**src/mis_pkg.sv**
```systemverilog
// Purpose: shared constants and carriers for the MAC interrupt mask and station address slice
// Assumes: registers are 32-bit words on an Avalon-MM slave, byte addressed
// Notes:   bit n in big-endian register numbering (0 = msb) lands on hardware bit 31-n
package mis_pkg;

  function automatic int unsigned mis_be_bit(input int unsigned n);
    return 31 - n;
  endfunction

  localparam logic [4:0] MIS_ADDR_W = 5'h05;

  // register byte offsets
  localparam logic [4:0] MIS_OFS_STATUS  = 5'h00;
  localparam logic [4:0] MIS_OFS_IRQ_EN  = 5'h04;
  localparam logic [4:0] MIS_OFS_ADDR_HI = 5'h08;
  localparam logic [4:0] MIS_OFS_ADDR_LO = 5'h0C;
  localparam logic [4:0] MIS_OFS_RX_CTRL = 5'h10;

  // status field positions (hardware bit index)
  localparam int unsigned MIS_BIT_OVERRUN      = mis_be_bit(6);
  localparam int unsigned MIS_BIT_PAUSE_FRAME  = mis_be_bit(7);
  localparam int unsigned MIS_BIT_BAD_FRAME    = mis_be_bit(8);
  localparam int unsigned MIS_BIT_RUNT_FRAME   = mis_be_bit(9);
  localparam int unsigned MIS_BIT_SHORT_EVENT  = mis_be_bit(10);
  localparam int unsigned MIS_BIT_ALIGN_ERR    = mis_be_bit(11);
  localparam int unsigned MIS_BIT_CRC_FAIL     = mis_be_bit(12);
  localparam int unsigned MIS_BIT_TOO_LONG     = mis_be_bit(13);
  localparam int unsigned MIS_BIT_LEN_BEYOND   = mis_be_bit(14);
  localparam int unsigned MIS_BIT_LEN_IN_RANGE = mis_be_bit(15);
  localparam int unsigned MIS_BIT_DEP_DEAD     = mis_be_bit(22);
  localparam int unsigned MIS_BIT_CH0_DEAD     = mis_be_bit(23);
  localparam int unsigned MIS_BIT_SQE_CH0      = mis_be_bit(24);
  localparam int unsigned MIS_BIT_TX_ABORT_CH0 = mis_be_bit(25);
  localparam int unsigned MIS_BIT_CH1_DEAD     = mis_be_bit(26);
  localparam int unsigned MIS_BIT_SQE_CH1      = mis_be_bit(27);
  localparam int unsigned MIS_BIT_TX_ABORT_CH1 = mis_be_bit(28);
  localparam int unsigned MIS_BIT_PHY_MGMT_OK  = mis_be_bit(30);
  localparam int unsigned MIS_BIT_PHY_MGMT_ERR = mis_be_bit(31);

  // implemented enable bits, and status bits (enables plus the dead flags)
  localparam logic [31:0] MIS_IRQ_EN_IMPL = 32'h03FF_00DB;
  localparam logic [31:0] MIS_DEAD_BITS   = 32'h0000_0320;
  localparam logic [31:0] MIS_STATUS_IMPL = 32'h03FF_03FB;
  localparam logic [31:0] MIS_ADDR_HI_IMPL = 32'h0000_FFFF;

  localparam int unsigned MIS_BIT_MATCH_EN = 0;

  // reset values
  localparam logic [31:0] MIS_RST_IRQ_EN  = 32'h0000_0000;
  localparam logic [31:0] MIS_RST_STATUS  = 32'h0000_0000;
  localparam logic [47:0] MIS_RST_STATION = 48'h0000_0000_0000;

  localparam logic [1:0] MIS_RESP_OKAY   = 2'h0;
  localparam logic [1:0] MIS_RESP_DECERR = 2'h3;

  typedef struct packed {
    logic        valid;
    logic [47:0] dest;
  } mis_rx_dest_s;

  typedef struct packed {
    logic deliver;
    logic matched;
  } mis_rx_result_s;

endpackage

```
**src/mis_irq_combine.sv**
```systemverilog
// Purpose: folds status flags and their enables into one interrupt level
// Assumes: status and enable share one bit layout
// Notes:   output is registered, one cycle behind the flags
`timescale 1ns/10ps
module mis_irq_combine (
  input  wire logic        mclk,
  input  wire logic        rst_n,
  input  wire logic [31:0] status,
  input  wire logic [31:0] enable,
  output logic             irq
);

  logic irq_reg;

  // dead flags have no enable position, so they are masked out here too
  always_ff @(posedge mclk or negedge rst_n) begin
    if (!rst_n) begin
      irq_reg <= 1'b0;
    end else begin
      irq_reg <= |(status & enable & mis_pkg::MIS_IRQ_EN_IMPL);
    end
  end

  assign irq = irq_reg;

endmodule

```
**src/mis_addr_match.sv**
```systemverilog
// Purpose: compares received destination addresses with the station address
// Assumes: one destination offered per valid pulse
// Notes:   result pulse comes one cycle after the offer
`timescale 1ns/10ps
module mis_addr_match (
  input  wire logic                    mclk,
  input  wire logic                    rst_n,
  input  wire logic                    match_en,
  input  wire logic [47:0]             station,
  input  wire mis_pkg::mis_rx_dest_s   rx_in,
  output mis_pkg::mis_rx_result_s      rx_out
);

  mis_pkg::mis_rx_result_s res_reg;

  always_ff @(posedge mclk or negedge rst_n) begin
    if (!rst_n) begin
      res_reg <= '0;
    end else begin
      res_reg.deliver <= rx_in.valid && match_en && (rx_in.dest == station);
      if (rx_in.valid) begin
        res_reg.matched <= match_en && (rx_in.dest == station);
      end
    end
  end

  assign rx_out = res_reg;

endmodule

```
**src/mis_mac_regs.sv**
```systemverilog
// Purpose: interrupt enable mask, status flags and station address registers of the MAC
// Assumes: Avalon-MM slave with waitrequest, every access answered on its second edge
// Notes:   big-endian field numbering is mapped so that bit n sits on hardware bit 31-n
//
// How it works
// - each enable bit pairs with the status flag at the same position
// - enable one with its flag set raises the interrupt
// - enable zero keeps that flag from raising the interrupt
// - enables at reserved positions ignore writes and read zero
// - bits 6, 7, 8 gate overrun, pause frame, bad frame
// - bits 9, 10, 11 gate runt, short event, alignment error
// - bits 12, 13 gate crc failure and oversized frame
// - bits 14, 15 gate length beyond range and in-range length error
// - bits 24, 25 gate channel 0 sqe failure and transmit abort
// - bits 27, 28 gate channel 1 sqe failure and transmit abort
// - bits 30, 31 gate phy management success and failure
// - with matching on, the 48-bit address is compared with each destination
// - a matching frame is handed to the memory access layer
// - the station address is the transmit source and pause frame source
// - high register keeps address bits 0 to 15 in its low half
// - low register keeps the low 32 address bits
// - dead flags never drive the interrupt
`timescale 1ns/10ps
module mis_mac_regs (
  input  wire logic                    mclk,
  input  wire logic                    rst_n,
  input  wire logic [4:0]              avs_address,
  input  wire logic                    avs_read,
  input  wire logic                    avs_write,
  input  wire logic [31:0]             avs_writedata,
  input  wire logic [3:0]              avs_byteenable,
  output logic      [31:0]             avs_readdata,
  output logic      [1:0]              avs_response,
  output logic                         avs_waitrequest,
  input  wire logic [31:0]             status_events,
  input  wire mis_pkg::mis_rx_dest_s   rx_dest,
  output mis_pkg::mis_rx_result_s      memory_access_layer,
  output logic      [47:0]             tx_source_addr,
  output logic                         station_addr_match_enable,
  output logic                         mac_interrupt_out
);

  logic [31:0] irq_en_reg;
  logic [31:0] status_reg;
  logic [47:0] station_reg;
  logic        match_en_reg;
  logic        ack_reg;
  logic [31:0] rdata_reg;
  logic [1:0]  resp_reg;
  logic        wr_take;
  logic        rd_load;
  logic [31:0] status_clr;
  logic [31:0] hi_merge;

  function automatic logic [31:0] be_merge(input logic [31:0] old, input logic [31:0] wd,
                                           input logic [3:0] be);
    logic [31:0] res;
    res = old;
    for (int i = 0; i < 4; i++) begin
      if (be[i]) begin
        res[i*8 +: 8] = wd[i*8 +: 8];
      end
    end
    return res;
  endfunction

  function automatic logic addr_known(input logic [4:0] a);
    return (a == mis_pkg::MIS_OFS_STATUS) || (a == mis_pkg::MIS_OFS_IRQ_EN) ||
           (a == mis_pkg::MIS_OFS_ADDR_HI) || (a == mis_pkg::MIS_OFS_ADDR_LO) ||
           (a == mis_pkg::MIS_OFS_RX_CTRL);
  endfunction

  // the request is held one cycle so that read data stand at the accepting edge
  assign avs_waitrequest = (avs_read || avs_write) && !ack_reg;
  assign wr_take         = avs_write && ack_reg;
  assign rd_load         = avs_read && !ack_reg;

  always_ff @(posedge mclk or negedge rst_n) begin
    if (!rst_n) begin
      ack_reg <= 1'b0;
    end else begin
      ack_reg <= (avs_read || avs_write) && !ack_reg;
    end
  end

  always_ff @(posedge mclk or negedge rst_n) begin
    if (!rst_n) begin
      irq_en_reg <= mis_pkg::MIS_RST_IRQ_EN;
    end else if (wr_take && avs_address == mis_pkg::MIS_OFS_IRQ_EN) begin
      irq_en_reg <= be_merge(irq_en_reg, avs_writedata, avs_byteenable)
                    & mis_pkg::MIS_IRQ_EN_IMPL;
    end
  end

  // write-one-to-clear; a flag raised in the clearing cycle survives
  always_comb begin
    status_clr = '0;
    if (wr_take && avs_address == mis_pkg::MIS_OFS_STATUS) begin
      status_clr = be_merge(32'h0000_0000, avs_writedata, avs_byteenable);
    end
  end

  always_ff @(posedge mclk or negedge rst_n) begin
    if (!rst_n) begin
      status_reg <= mis_pkg::MIS_RST_STATUS;
    end else begin
      status_reg <= ((status_reg & ~status_clr) | status_events) & mis_pkg::MIS_STATUS_IMPL;
    end
  end

  // only the low halfword of the high register is kept, upper lanes fall away
  assign hi_merge = be_merge({16'h0000, station_reg[47:32]}, avs_writedata, avs_byteenable);

  always_ff @(posedge mclk or negedge rst_n) begin
    if (!rst_n) begin
      station_reg <= mis_pkg::MIS_RST_STATION;
    end else if (wr_take && avs_address == mis_pkg::MIS_OFS_ADDR_HI) begin
      station_reg[47:32] <= hi_merge[15:0];
    end else if (wr_take && avs_address == mis_pkg::MIS_OFS_ADDR_LO) begin
      station_reg[31:0] <= be_merge(station_reg[31:0], avs_writedata, avs_byteenable);
    end
  end

  always_ff @(posedge mclk or negedge rst_n) begin
    if (!rst_n) begin
      match_en_reg <= 1'b0;
    end else if (wr_take && avs_address == mis_pkg::MIS_OFS_RX_CTRL && avs_byteenable[0]) begin
      match_en_reg <= avs_writedata[mis_pkg::MIS_BIT_MATCH_EN];
    end
  end

  // read data captured on the first edge and held through the accepting one
  always_ff @(posedge mclk or negedge rst_n) begin
    if (!rst_n) begin
      rdata_reg <= '0;
      resp_reg  <= mis_pkg::MIS_RESP_OKAY;
    end else if (rd_load || (avs_write && !ack_reg)) begin
      resp_reg <= addr_known(avs_address) ? mis_pkg::MIS_RESP_OKAY : mis_pkg::MIS_RESP_DECERR;
      if (rd_load) begin
        case (avs_address)
          mis_pkg::MIS_OFS_STATUS:  rdata_reg <= status_reg;
          mis_pkg::MIS_OFS_IRQ_EN:  rdata_reg <= irq_en_reg & mis_pkg::MIS_IRQ_EN_IMPL;
          mis_pkg::MIS_OFS_ADDR_HI: rdata_reg <= {16'h0000, station_reg[47:32]};
          mis_pkg::MIS_OFS_ADDR_LO: rdata_reg <= station_reg[31:0];
          mis_pkg::MIS_OFS_RX_CTRL: rdata_reg <= {31'h0000_0000, match_en_reg};
          default:                  rdata_reg <= 32'h0000_0000;
        endcase
      end
    end
  end

  assign avs_readdata              = rdata_reg;
  assign avs_response              = resp_reg;
  assign tx_source_addr            = station_reg;
  assign station_addr_match_enable = match_en_reg;

  mis_irq_combine u_irq (
    .mclk   (mclk),
    .rst_n  (rst_n),
    .status (status_reg),
    .enable (irq_en_reg),
    .irq    (mac_interrupt_out)
  );

  mis_addr_match u_match (
    .mclk     (mclk),
    .rst_n    (rst_n),
    .match_en (match_en_reg),
    .station  (station_reg),
    .rx_in    (rx_dest),
    .rx_out   (memory_access_layer)
  );

  // checks
  a_reserved_en_zero: assert property (
    @(posedge mclk) disable iff (!rst_n)
    (irq_en_reg & ~mis_pkg::MIS_IRQ_EN_IMPL) == 32'h0000_0000)
    else $error("reserved enable bit holds a one");

  a_irq_pair_or: assert property (
    @(posedge mclk) disable iff (!rst_n)
    ##1 mac_interrupt_out == |($past(status_reg) & $past(irq_en_reg)))
    else $error("interrupt differs from or of enabled flags");

  a_enabled_raises: assert property (
    @(posedge mclk) disable iff (!rst_n)
    ((status_events & irq_en_reg & mis_pkg::MIS_IRQ_EN_IMPL) != 0) && !wr_take |-> ##2 mac_interrupt_out)
    else $error("enabled event did not raise interrupt");

  a_masked_quiet: assert property (
    @(posedge mclk) disable iff (!rst_n)
    (status_reg & irq_en_reg) == 32'h0000_0000 |=> !mac_interrupt_out)
    else $error("interrupt without an enabled flag");

  a_dead_no_irq: assert property (
    @(posedge mclk) disable iff (!rst_n)
    (status_reg & ~mis_pkg::MIS_DEAD_BITS & irq_en_reg) == 32'h0000_0000 |=> !mac_interrupt_out)
    else $error("dead flag drove the interrupt");

  a_overrun_pair: assert property (
    @(posedge mclk) disable iff (!rst_n)
    status_reg[mis_pkg::MIS_BIT_OVERRUN] && irq_en_reg[mis_pkg::MIS_BIT_OVERRUN] |=> mac_interrupt_out)
    else $error("overrun enable does not gate overrun flag");

  a_phy_fail_pair: assert property (
    @(posedge mclk) disable iff (!rst_n)
    status_reg[mis_pkg::MIS_BIT_PHY_MGMT_ERR] && irq_en_reg[mis_pkg::MIS_BIT_PHY_MGMT_ERR] |=> mac_interrupt_out)
    else $error("phy failure enable does not gate its flag");

  a_status_set_wins: assert property (
    @(posedge mclk) disable iff (!rst_n)
    (status_events & mis_pkg::MIS_STATUS_IMPL) != 0 |=>
      (status_reg & $past(status_events)) == $past(status_events & mis_pkg::MIS_STATUS_IMPL))
    else $error("status event lost");

  a_match_deliver: assert property (
    @(posedge mclk) disable iff (!rst_n)
    rx_dest.valid && match_en_reg && rx_dest.dest == station_reg |=> memory_access_layer.deliver)
    else $error("matching frame not delivered");

  a_no_match_drop: assert property (
    @(posedge mclk) disable iff (!rst_n)
    !(rx_dest.valid && match_en_reg) |=> !memory_access_layer.deliver)
    else $error("frame delivered without match");

  a_hi_read_low: assert property (
    @(posedge mclk) disable iff (!rst_n)
    rd_load && avs_address == mis_pkg::MIS_OFS_ADDR_HI |=> avs_readdata == {16'h0000, $past(station_reg[47:32])})
    else $error("high address read wrong");

  a_lo_write_read: assert property (
    @(posedge mclk) disable iff (!rst_n)
    wr_take && avs_address == mis_pkg::MIS_OFS_ADDR_LO && avs_byteenable == 4'hF |=>
      tx_source_addr[31:0] == $past(avs_writedata))
    else $error("low address write lost");

  a_wait_one: assert property (
    @(posedge mclk) disable iff (!rst_n)
    (avs_read || avs_write) && !ack_reg |=> ack_reg)
    else $error("access not answered on second edge");

endmodule

```
**config.mk**
```make
export PLATFORM = sky130hd
export DESIGN_NAME = mis_mac_regs
export DESIGN_NICKNAME = d
export VERILOG_FILES = /design/src/mis_pkg.sv /design/src/mis_irq_combine.sv /design/src/mis_addr_match.sv /design/src/mis_mac_regs.sv
export SDC_FILE = /design/constraint.sdc
export NUM_CORES = 1
export LEC_CHECK = 0
export BUFFER_PORTS_ARGS = -buffer_cell sky130_fd_sc_hd__clkbuf_2
export CELL_PAD_IN_SITES_DETAIL_PLACEMENT = 0
export CELL_PAD_IN_SITES_GLOBAL_PLACEMENT = 1
export CORE_ASPECT_RATIO = 1.25
export CORE_MARGIN = 2
export CORE_UTILIZATION = 41
export CTS_BUF_LIST = sky130_fd_sc_hd__clkbuf_16
export CTS_CLUSTER_DIAMETER = 100
export DETAILED_ROUTE_END_ITERATION = 12
export PLACE_DENSITY = 0.84
export SLEW_MARGIN = 20
export SYNTH_ARGS = -nofsm -noshare
export SYNTH_HDL_FRONTEND = slang
export SYNTH_SLANG_ARGS = --single-unit
export TNS_END_PERCENT = 5
```
**constraint.sdc**
```tcl
create_clock -name mclk -period 2.42 [get_ports mclk]
set_clock_uncertainty 0.05 [all_clocks]
set_input_delay 0.121 -clock mclk [delete_from_list [all_inputs] [get_ports mclk]]
set_output_delay 0.121 -clock mclk [all_outputs]
set_load 0.01 [all_outputs]
```
=== Yosys cells after proc, flatten, opt, wreduce, memory -nomap -nowiden ===
Index checks and enable logic that the tools add are counted.

* Reductions and logical operators: 32
* Muxes and demuxes: 7
* Bitwise logic cells: 5
* Eq/ne operators: 5

{| class="wikitable"
|+ Operators with widths
! operator !! count
|-
| case mux 32 bit (5 select lines) || 1
|-
| AND 26 bit || 2
|-
| == test 48 bit || 1
|-
| two-way mux 26 bit || 1
|-
| inverter 26 bit || 1
|-
| OR 26 bit || 1
|-
| two-way mux 8 bit || 3
|-
| OR reduction 16 bit || 1
|-
| logical AND 1 bit || 13
|-
| AND reduction 2 bit || 6
|-
| AND reduction 3 bit || 4
|-
| == test 5 x 4 -> 1 bit, second input constant || 2
|-
| logical OR 1 bit || 6
|-
| == test 5 x 3 -> 1 bit, second input constant || 1
|-
| == test 5 bit, second input constant || 1
|-
| logical NOT 5 bit || 1
|-
| two-way mux 2 bit || 2
|-
| logical NOT 1 bit || 1
|-
| inverter 1 bit || 1
|}

* Input bits: 126
* Register bits: 122
* Logic and storage cells: 66
* Output and inout bits: 87

=== Logic depth before layout (Yosys ltp) ===
Gate-level depths: netlist of run 1.

* Depth after elaboration: 6
* Depth in mapped cells: 6
* Mapped depth without buffers: 5

=== Hierarchy ===
A second synthesis of run 1 with hierarchy kept.

* Cell total of the unflattened synthesis: 499
* Area total of the unflattened synthesis: 5974.5 µm²

{| class="wikitable"
|+ Modules (own cells, without submodules)
! module !! times used !! sequential area each (µm²) !! cells an instance !! area an instance (µm²)
|-
| mis_mac_regs || 1 || 2952.8 || 419 || 5253.8
|-
| mis_addr_match || 1 || 50.0 || 70 || 594.3
|-
| mis_irq_combine || 1 || 25.0 || 10 || 126.4
|}

=== Worst setup path before layout of run 1 ===
Ideal clock, no wire load.

* Kind: input -> register
* Start point: input avs_address[4]
* End point: register station_reg[40], in the netlist tx_source_addr[40]
* Setup time: 0.125 ns
* Cell stages on the path: 6
* Buffers on the path: 2
* Required time: 2.245 ns
* Path slack: 0.980 ns
* Arrival: 1.265 ns
* Path through: nor3_2 -> and3b_1 -> buf_4 -> and2_1 -> buf_6 -> mux2_2

* Cells in the longest elaborated chain, start to end: 3

{| class="wikitable"
|+ RTL lines
! item !! RTL line !! source
|-
| from (decl) || mis_mac_regs.sv:27 || <nowiki>input wire logic [4:0] avs_address,</nowiki>
|-
| == test 5 x 4 -> 1 bit || mis_mac_regs.sv:117 || <nowiki>end else if (wr_take && avs_address == mis_pkg::MIS_OFS_ADDR_HI) begin</nowiki>
|-
| logical AND 1 bit || mis_mac_regs.sv:117 ||
|-
| AND reduction 2 bit (no line) || -- ||
|-
| to (signal assigned) || mis_mac_regs.sv:116 || <nowiki>station_reg <= mis_pkg::MIS_RST_STATION;</nowiki>
|-
| to (signal assigned) || mis_mac_regs.sv:118 || <nowiki>station_reg[47:32] <= hi_merge[15:0];</nowiki>
|-
| to (decl) || mis_mac_regs.sv:45 || <nowiki>logic [47:0] station_reg;</nowiki>
|}

Every way passes these cells.
A chain may end at the register's enable or synchronous reset.

=== Final worst setup path of run 1 ===
* Start point: input avs_address[4]
* End point: register status_reg[25]

* Cells in the longest elaborated chain, start to end: 6

{| class="wikitable"
|+ RTL lines
! item !! RTL line !! source
|-
| logical NOT 5 bit || mis_mac_regs.sv:98 || <nowiki>if (wr_take && avs_address == mis_pkg::MIS_OFS_STATUS) begin</nowiki>
|-
| logical AND 1 bit || mis_mac_regs.sv:98 ||
|-
| two-way mux 26 bit || mis_mac_regs.sv:98 ||
|-
| inverter 26 bit || mis_mac_regs.sv:107 || <nowiki>status_reg <= ((status_reg & ~status_clr) | status_events) & mis_pkg::MIS_STATUS_IMPL;</nowiki>
|-
| AND 26 bit || mis_mac_regs.sv:107 ||
|-
| OR 26 bit || mis_mac_regs.sv:107 ||
|-
| to (signal assigned) || mis_mac_regs.sv:105 || <nowiki>status_reg <= mis_pkg::MIS_RST_STATUS;</nowiki>
|-
| to (signal assigned) || mis_mac_regs.sv:107 ||
|-
| to (decl) || mis_mac_regs.sv:44 || <nowiki>logic [31:0] status_reg;</nowiki>
|}

Every way passes these cells.

==> impl_metrics.tcl, run 1 <==
set metrics [dict create \
    period_minus_slack_ns 2.264 \
    first_pass_iters 5 \
    synth_top_family_by_area "multiplexers" \
    portBuffers 199 \
    synthAdderAreaFrac_pct 0 \
    layout-drive-gt1-share_pct 40.65 \
    synth-warning-count 0 \
    power_leakage_nw 3.879 \
    whs_endpoint "ack_reg" \
    synth_cell_types 34 \
    place_area_um2 6838 \
    synth_top_area_share_pct 53.89 \
    final_cell_mix "clkbuf_2, dfrtp_1, dlygate4sd3_1, mux2_2, xnor2_1" \
    critPathLaunchType "primary input" \
    period_share_pct 93.56 \
    min_path_type "primary input to flip-flop" \
    io_pins 213 \
    grt_usage_pct 24.78 \
    final_hold_viol_count 0 \
    grt_pass1_wl_mm 26.83 \
    grt_overflow 0 \
    drt_iter0_drc 335 \
    cp_max_fo 18 \
    synth_compound_area_share_pct 10.09 \
    yosys.area.top_type "dfrtp_1" \
    clockPowerShare_pct 41.9 \
    wl_per_cell_um 18.59 \
    end_kind "flip-flop" \
    core-area_um2 13290 \
    drc 0 \
    rows 47 \
    grt_pass1_vias 5016 \
    setup_violations 0 \
    p_sw_w 0.001440 \
    tightest_slew_ns 0.6988 \
    clockBufferDepth 2 \
    htreeDepth 4 \
    p_sw_share_pct 25.98 \
    cts_buffers 17 \
    cts_root_buf "clkbuf_16" \
    largest_reg_flops 48 \
    vias 4864 \
    place_congestion 0.8586 \
    reg2reg_to "status_reg[3]" \
    clk_pin_slew_worst_paths_ns 0.05 \
    drtAntennaViolNets 0 \
    viasPerCell 5.169 \
    wirelength_mm 17.50 \
    max_slew_margin_pct 53.41 \
    area_growth_syn_to_layout_pct 44.58 \
    synthSimpleGateAreaFrac_pct 11.60 \
    drv_cap 0 \
    r2r-start "ack_reg" \
    nets 884 \
    die_y_um 134.9 \
    r2r_slack_ns 0.33 \
    clock_latency_ns 0.41 \
    die_x_um 108.7 \
    grt_max_degree 51 \
    pwr-share-seq_pct 42.2 \
    power.internal_w 0.004102 \
    tns_ns 0 \
    ys_seq_area_share_pct 53.89 \
    synthXorXnorAreaFrac_pct 7.482 \
    synth_cells 474 \
    cts_setup_buffers 0 \
    synth_seq_cells 121 \
    hp-start "avs_write" \
    p_per_area_nw_per_um2 682.2 \
    reg2reg_depth 5 \
    syn_area_um2 5619 \
    layout_commonest_cell "clkbuf_2" \
    min_delay_path_depth 3 \
    stdcell_area_um2 8124 \
    critPathKind "primary input to flip-flop" \
    ir_drop_mv 0.3610 \
    die_area_um2 14660 \
    cp.required_ns 2.66 \
    comb_power_share_pct 15.9 \
    cts.sinks 121 \
    syn-num-nets 600 \
    fin_ws_ns 0.1557 \
    slew_violations 0 \
    n_antenna_cell 0 \
    cts_tree "built" \
    avgSynthCellArea_um2 11.85 \
    start_util_pct 42.28 \
    rsz0062_at_grt "false" \
    synth_mux_area_share_pct 14.63 \
    max_freq_mhz 441.6 \
    pre_cts_slack_ns 0.6007 \
    place_hpwl_mm 13.23 \
    synth_area_leaders "dfrtp_1, mux2_2, xnor2_1" \
    status "complete, no violations" \
    antenna_found_initial 0 \
    worstPathArrival_ns 2.50 \
]
-- logic make-up after synthesis --
group | count (synthesis)
AOI/OAI and AO/OA | 76
xor gates and xnor gates | 48
buffers and inverters | 23
DFF | 121
muxes | 71
and+or+nand+nor | 135
-- repair_timing --
action,in CTS,in global routing
hold buffers,74,0
gates resized for setup,0,2
hold endpoints to repair,134,0
setup endpoints to repair,0,8
-- Yosys cell counts, drive strengths merged --
master,n
a21o,20
a21oi,10
a221oi,27
a222oi,3
a22o,4
a31oi,1
and2,3
and3,4
and3b,1
and4,1
buf,14
clkbuf,8
dfrtp,121
inv,1
mux2,65
mux2i,6
nand2,50
nand2b,4
nand3,14
nand4,12
nor2,38
nor2b,2
nor3,4
nor4,2
o21ai,10
o2bb2ai,1
xnor2,48
-- worst max-delay path by stage --
| stage | start | to | slack, ns | cells after the start |
|---|---|---|---|---|
| 2_1_floorplan | avs_address[4] | tx_source_addr[40] | 0.98 | 6 |
| 3_3_place_gp | ack_reg | tx_source_addr[32] | 0.63 | 3 |
| 3_5_place_dp | avs_address[4] | tx_source_addr[19] | 0.60 | 6 |
| 4_1_cts | avs_address[4] | status_reg[25] | 0.10 | 8 |
| 5_1_grt | avs_address[4] | status_reg[25] | 0.02 | 8 |
| 6_report | avs_address[4] | status_reg[25] | 0.16 | 8 |
-- power by group through the flow --
stage / Sequential, W / Clock, W / Combinational (W)
6_report: 0.00234 / 0.00232 / 0.000881
2_1_floorplan: 0.00240 / 0 / 0.000336
3_3_place_gp: 0.00236 / 0 / 0.000802
4_1_cts: 0.00234 / 0.00235 / 0.000892
5_1_grt: 0.00236 / 0.00246 / 0.000961
3_5_place_dp: 0.00237 / 0 / 0.000814
-- final cells by class --
class | count | area, µm²
inverters | 1 | 3.754
flip-flops and latches | 121 | 3028
multi-input cells | 330 | 2467
clock buffers | 17 | 425.4
repair buffers | 287 | 1869
clock inverters | 14 | 116.4
well taps | 171 | 214.0
fillers | 1142 | 5166
-- layer usage --
layer / GRT usage (%) / part of all wire [%] / wire length (µm) / up-vias
li1: - / - / - / 2276
met1: 29.23 / 40 / 7020 / 2368
met4: 10.97 / 2.8 / 492 / 0
met3: 4.633 / 5.4 / 952 / 32
met2: 43.51 / 52 / 9032 / 188
met5: 0 / 0 / 0 / -
-- critical path, cell delays in order --
cell,delay [ns]
dlygate4sd3_1,0.53
clkbuf_2,0.12
nor3_2,0.30
and2_2,0.28
buf_4,0.27
nand3_1,0.13
a21o_1,0.19
dlygate4sd3_1,0.55
-- metrics by stage --
step | cells | hold slack [ns] | utilization [%] | total power (W)
after floorplan | 474 | -0.2246 | - | 0.002733
after global placement | 836 | 0.1489 | 51.45 | 0.003163
after detailed placement | 836 | 0.1557 | 51.45 | 0.003186
after CTS | 941 | 0.0005456 | 61.10 | 0.005584
after global routing | 941 | 0.01821 | 61.13 | 0.005782
final | 941 | 0.01902 | 61.13 | 0.005542
(Power assumes the default switching activity.)
==> inputs of run 2 (changes only) <==
--- a/config.mk
+++ b/config.mk
@@ -5,7 +5,7 @@
 export SDC_FILE = /design/constraint.sdc
 export NUM_CORES = 1
 export LEC_CHECK = 0
-export BUFFER_PORTS_ARGS = -buffer_cell sky130_fd_sc_hd__clkbuf_2
+export BUFFER_PORTS_ARGS = -buffer_cell sky130_fd_sc_hd__buf_4
 export CELL_PAD_IN_SITES_DETAIL_PLACEMENT = 0
 export CELL_PAD_IN_SITES_GLOBAL_PLACEMENT = 1
 export CORE_ASPECT_RATIO = 1.25
==> run 2 against run 1 <==
Net effect: clock power is 8% higher; largest cell class unchanged; setup slack better by 0.013 ns; die area stayed put.
==> impl_metrics.tcl, run 2 (synthesized netlist as in run 1, its figures left out) <==
set metrics [dict create \
    status "complete, no violations" \
    portBuffers 199 \
    pre_cts_slack_ns 0.5974 \
    grt_pass1_wl_mm 27.68 \
    htreeDepth 4 \
    die_area_um2 14660 \
    cts_buffers 17 \
    drv_cap 0 \
    grt_pass1_vias 5177 \
    clock_latency_ns 0.41 \
    crit_start "avs_address[4]" \
    place_congestion 0.8442 \
    drc 0 \
    worstPathArrival_ns 2.49 \
    vias 4880 \
    layout_commonest_cell "buf_4" \
    final-seq-area_um2 3028 \
    cts_setup_buffers 0 \
    fillCellCount 1048 \
    cts_root_buf "clkbuf_16" \
    ir_drop_mv 0.5892 \
    period_minus_slack_ns 2.251 \
    hp-start "avs_write" \
    cts.sinks 121 \
    tightest_slew_ns 0.8232 \
    tns_ns 0 \
    antenna_found_initial 0 \
    start_util_pct 42.28 \
    period_share_pct 93.02 \
    drt_iter0_drc 212 \
    cp.required_ns 2.66 \
    min_path_type "primary input to flip-flop" \
    wl_per_cell_um 18.90 \
    wirelength_mm 17.82 \
    drtAntennaViolNets 0 \
    multi_input_area_um2 2470 \
    nets 885 \
    path_cells "dlygate4sd3_1, buf_4, nor3_2, and2_2, buf_4, nand3_1, a21o_1, dlygate4sd3_1" \
    rsz0062_at_grt "false" \
    layout-drive-gt1-share_pct 40.67 \
    cp_max_fo 18 \
    area_growth_syn_to_layout_pct 54.24 \
    placedCellCount 835 \
    die_y_um 134.9 \
    io_pins 213 \
    clk_pin_slew_worst_paths_ns 0.06 \
    clockBufferDepth 2 \
    core-area_um2 13290 \
    final_hold_viol_count 0 \
    n_antenna_cell 0 \
    slew_violations 0 \
    p_per_area_nw_per_um2 675.1 \
    rows 47 \
    critPathLaunchType "primary input" \
    grt_max_degree 56 \
    viasPerCell 5.175 \
    max_freq_mhz 444.2 \
    cp_slowest_stage_delay_ns 0.56 \
    first_pass_iters 6 \
    fin_ws_ns 0.1690 \
    max_slew_margin_pct 45.12 \
    power_leakage_nw 4.025 \
    critPathKind "primary input to flip-flop" \
    grt_overflow 0 \
    cts_tree "built" \
    finalNonFillerCells 943 \
    r2r_slack_ns 0.28 \
    setup_violations 0 \
    crit_path_top_delay_cell "dlygate4sd3_1" \
    die_x_um 108.7 \
    r2r-start "ack_reg" \
    end_kind "flip-flop" \
    grt_usage_pct 25.27 \
    place_hpwl_mm 13.19 \
    largest_reg_flops 48 \
    final_cell_mix "buf_4, dfrtp_1, dlygate4sd3_1, mux2_2, xnor2_1" \
]
## run 2: cell types whose count changed in the layout (fill, tap and decap cells not counted), sizes merged, moves of 2 or more
cell,previous run,this run
buf,15,212
clkbuf,215,17
clkinv,9,4
clkinvlp,1,4
dlygate4sd3,74,76
inv,3,5
## run 2: metal layers
layer / wire length [µm] / share of wire [%] / track usage (%)
met4: 537 / 3.0 / 10.47
met1: 7005 / 39 / 29.56
met3: 943 / 5.3 / 5.019
met2: 9337 / 52 / 44.76
met5: 0 / 0 / 0
## run 2: timing repair
item                                    CTS  global route
endpoints found under the setup margin    0             9
resized for setup                         0             2
endpoints found under the hold margin   121             0
hold buffers                             76             0
## run 2: critical path: cells and delay by family
| family | cells | cell delay (ns) |
|---|---|---|
| simple gates | 3 | 0.67 |
| compound gates | 1 | 0.18 |
| buf+inv | 4 | 1.51 |
## run 2: path summary, 6_finish.rpt
check	cells after the start	to
max reg2reg	5	status_reg[7]
min in group asynchronous	2	status_reg[17]
max in group asynchronous	3	irq_en_reg[20]
max	8	status_reg[24]
min	3	ack_reg
min reg2reg	2	avs_readdata[27]
## run 2: layout make-up
type	count	share of cell area (%)
sequential	121	34.94
multi-input combinational	330	28.50
timing repair buffer	288	27.28
clock buffer	17	4.908
tap	171	2.469
clock inverter	15	1.862
inverter	1	0.04331
## run 2: per-stage QoR
stage / hold WS [ns] / power [W] / util (%) / area [µm²]
after floorplan: -0.2246 / 0.002733 / - / 5619
after global placement: 0.06032 / 0.003284 / 55.05 / 7316
after detailed placement: 0.06669 / 0.003305 / 55.05 / 7316
after CTS: 0.0003252 / 0.005885 / 65.19 / 8663
after global routing: 0.05255 / 0.006091 / 65.21 / 8667
final: 0.01747 / 0.005851 / 65.21 / 8667
## run 2: power breakdown
group	switching (W)	internal [W]	total, W
Sequential	0.000156	0.00218	0.00234
Clock	0.000906	0.00160	0.00251
Combinational	0.000441	0.000566	0.00101
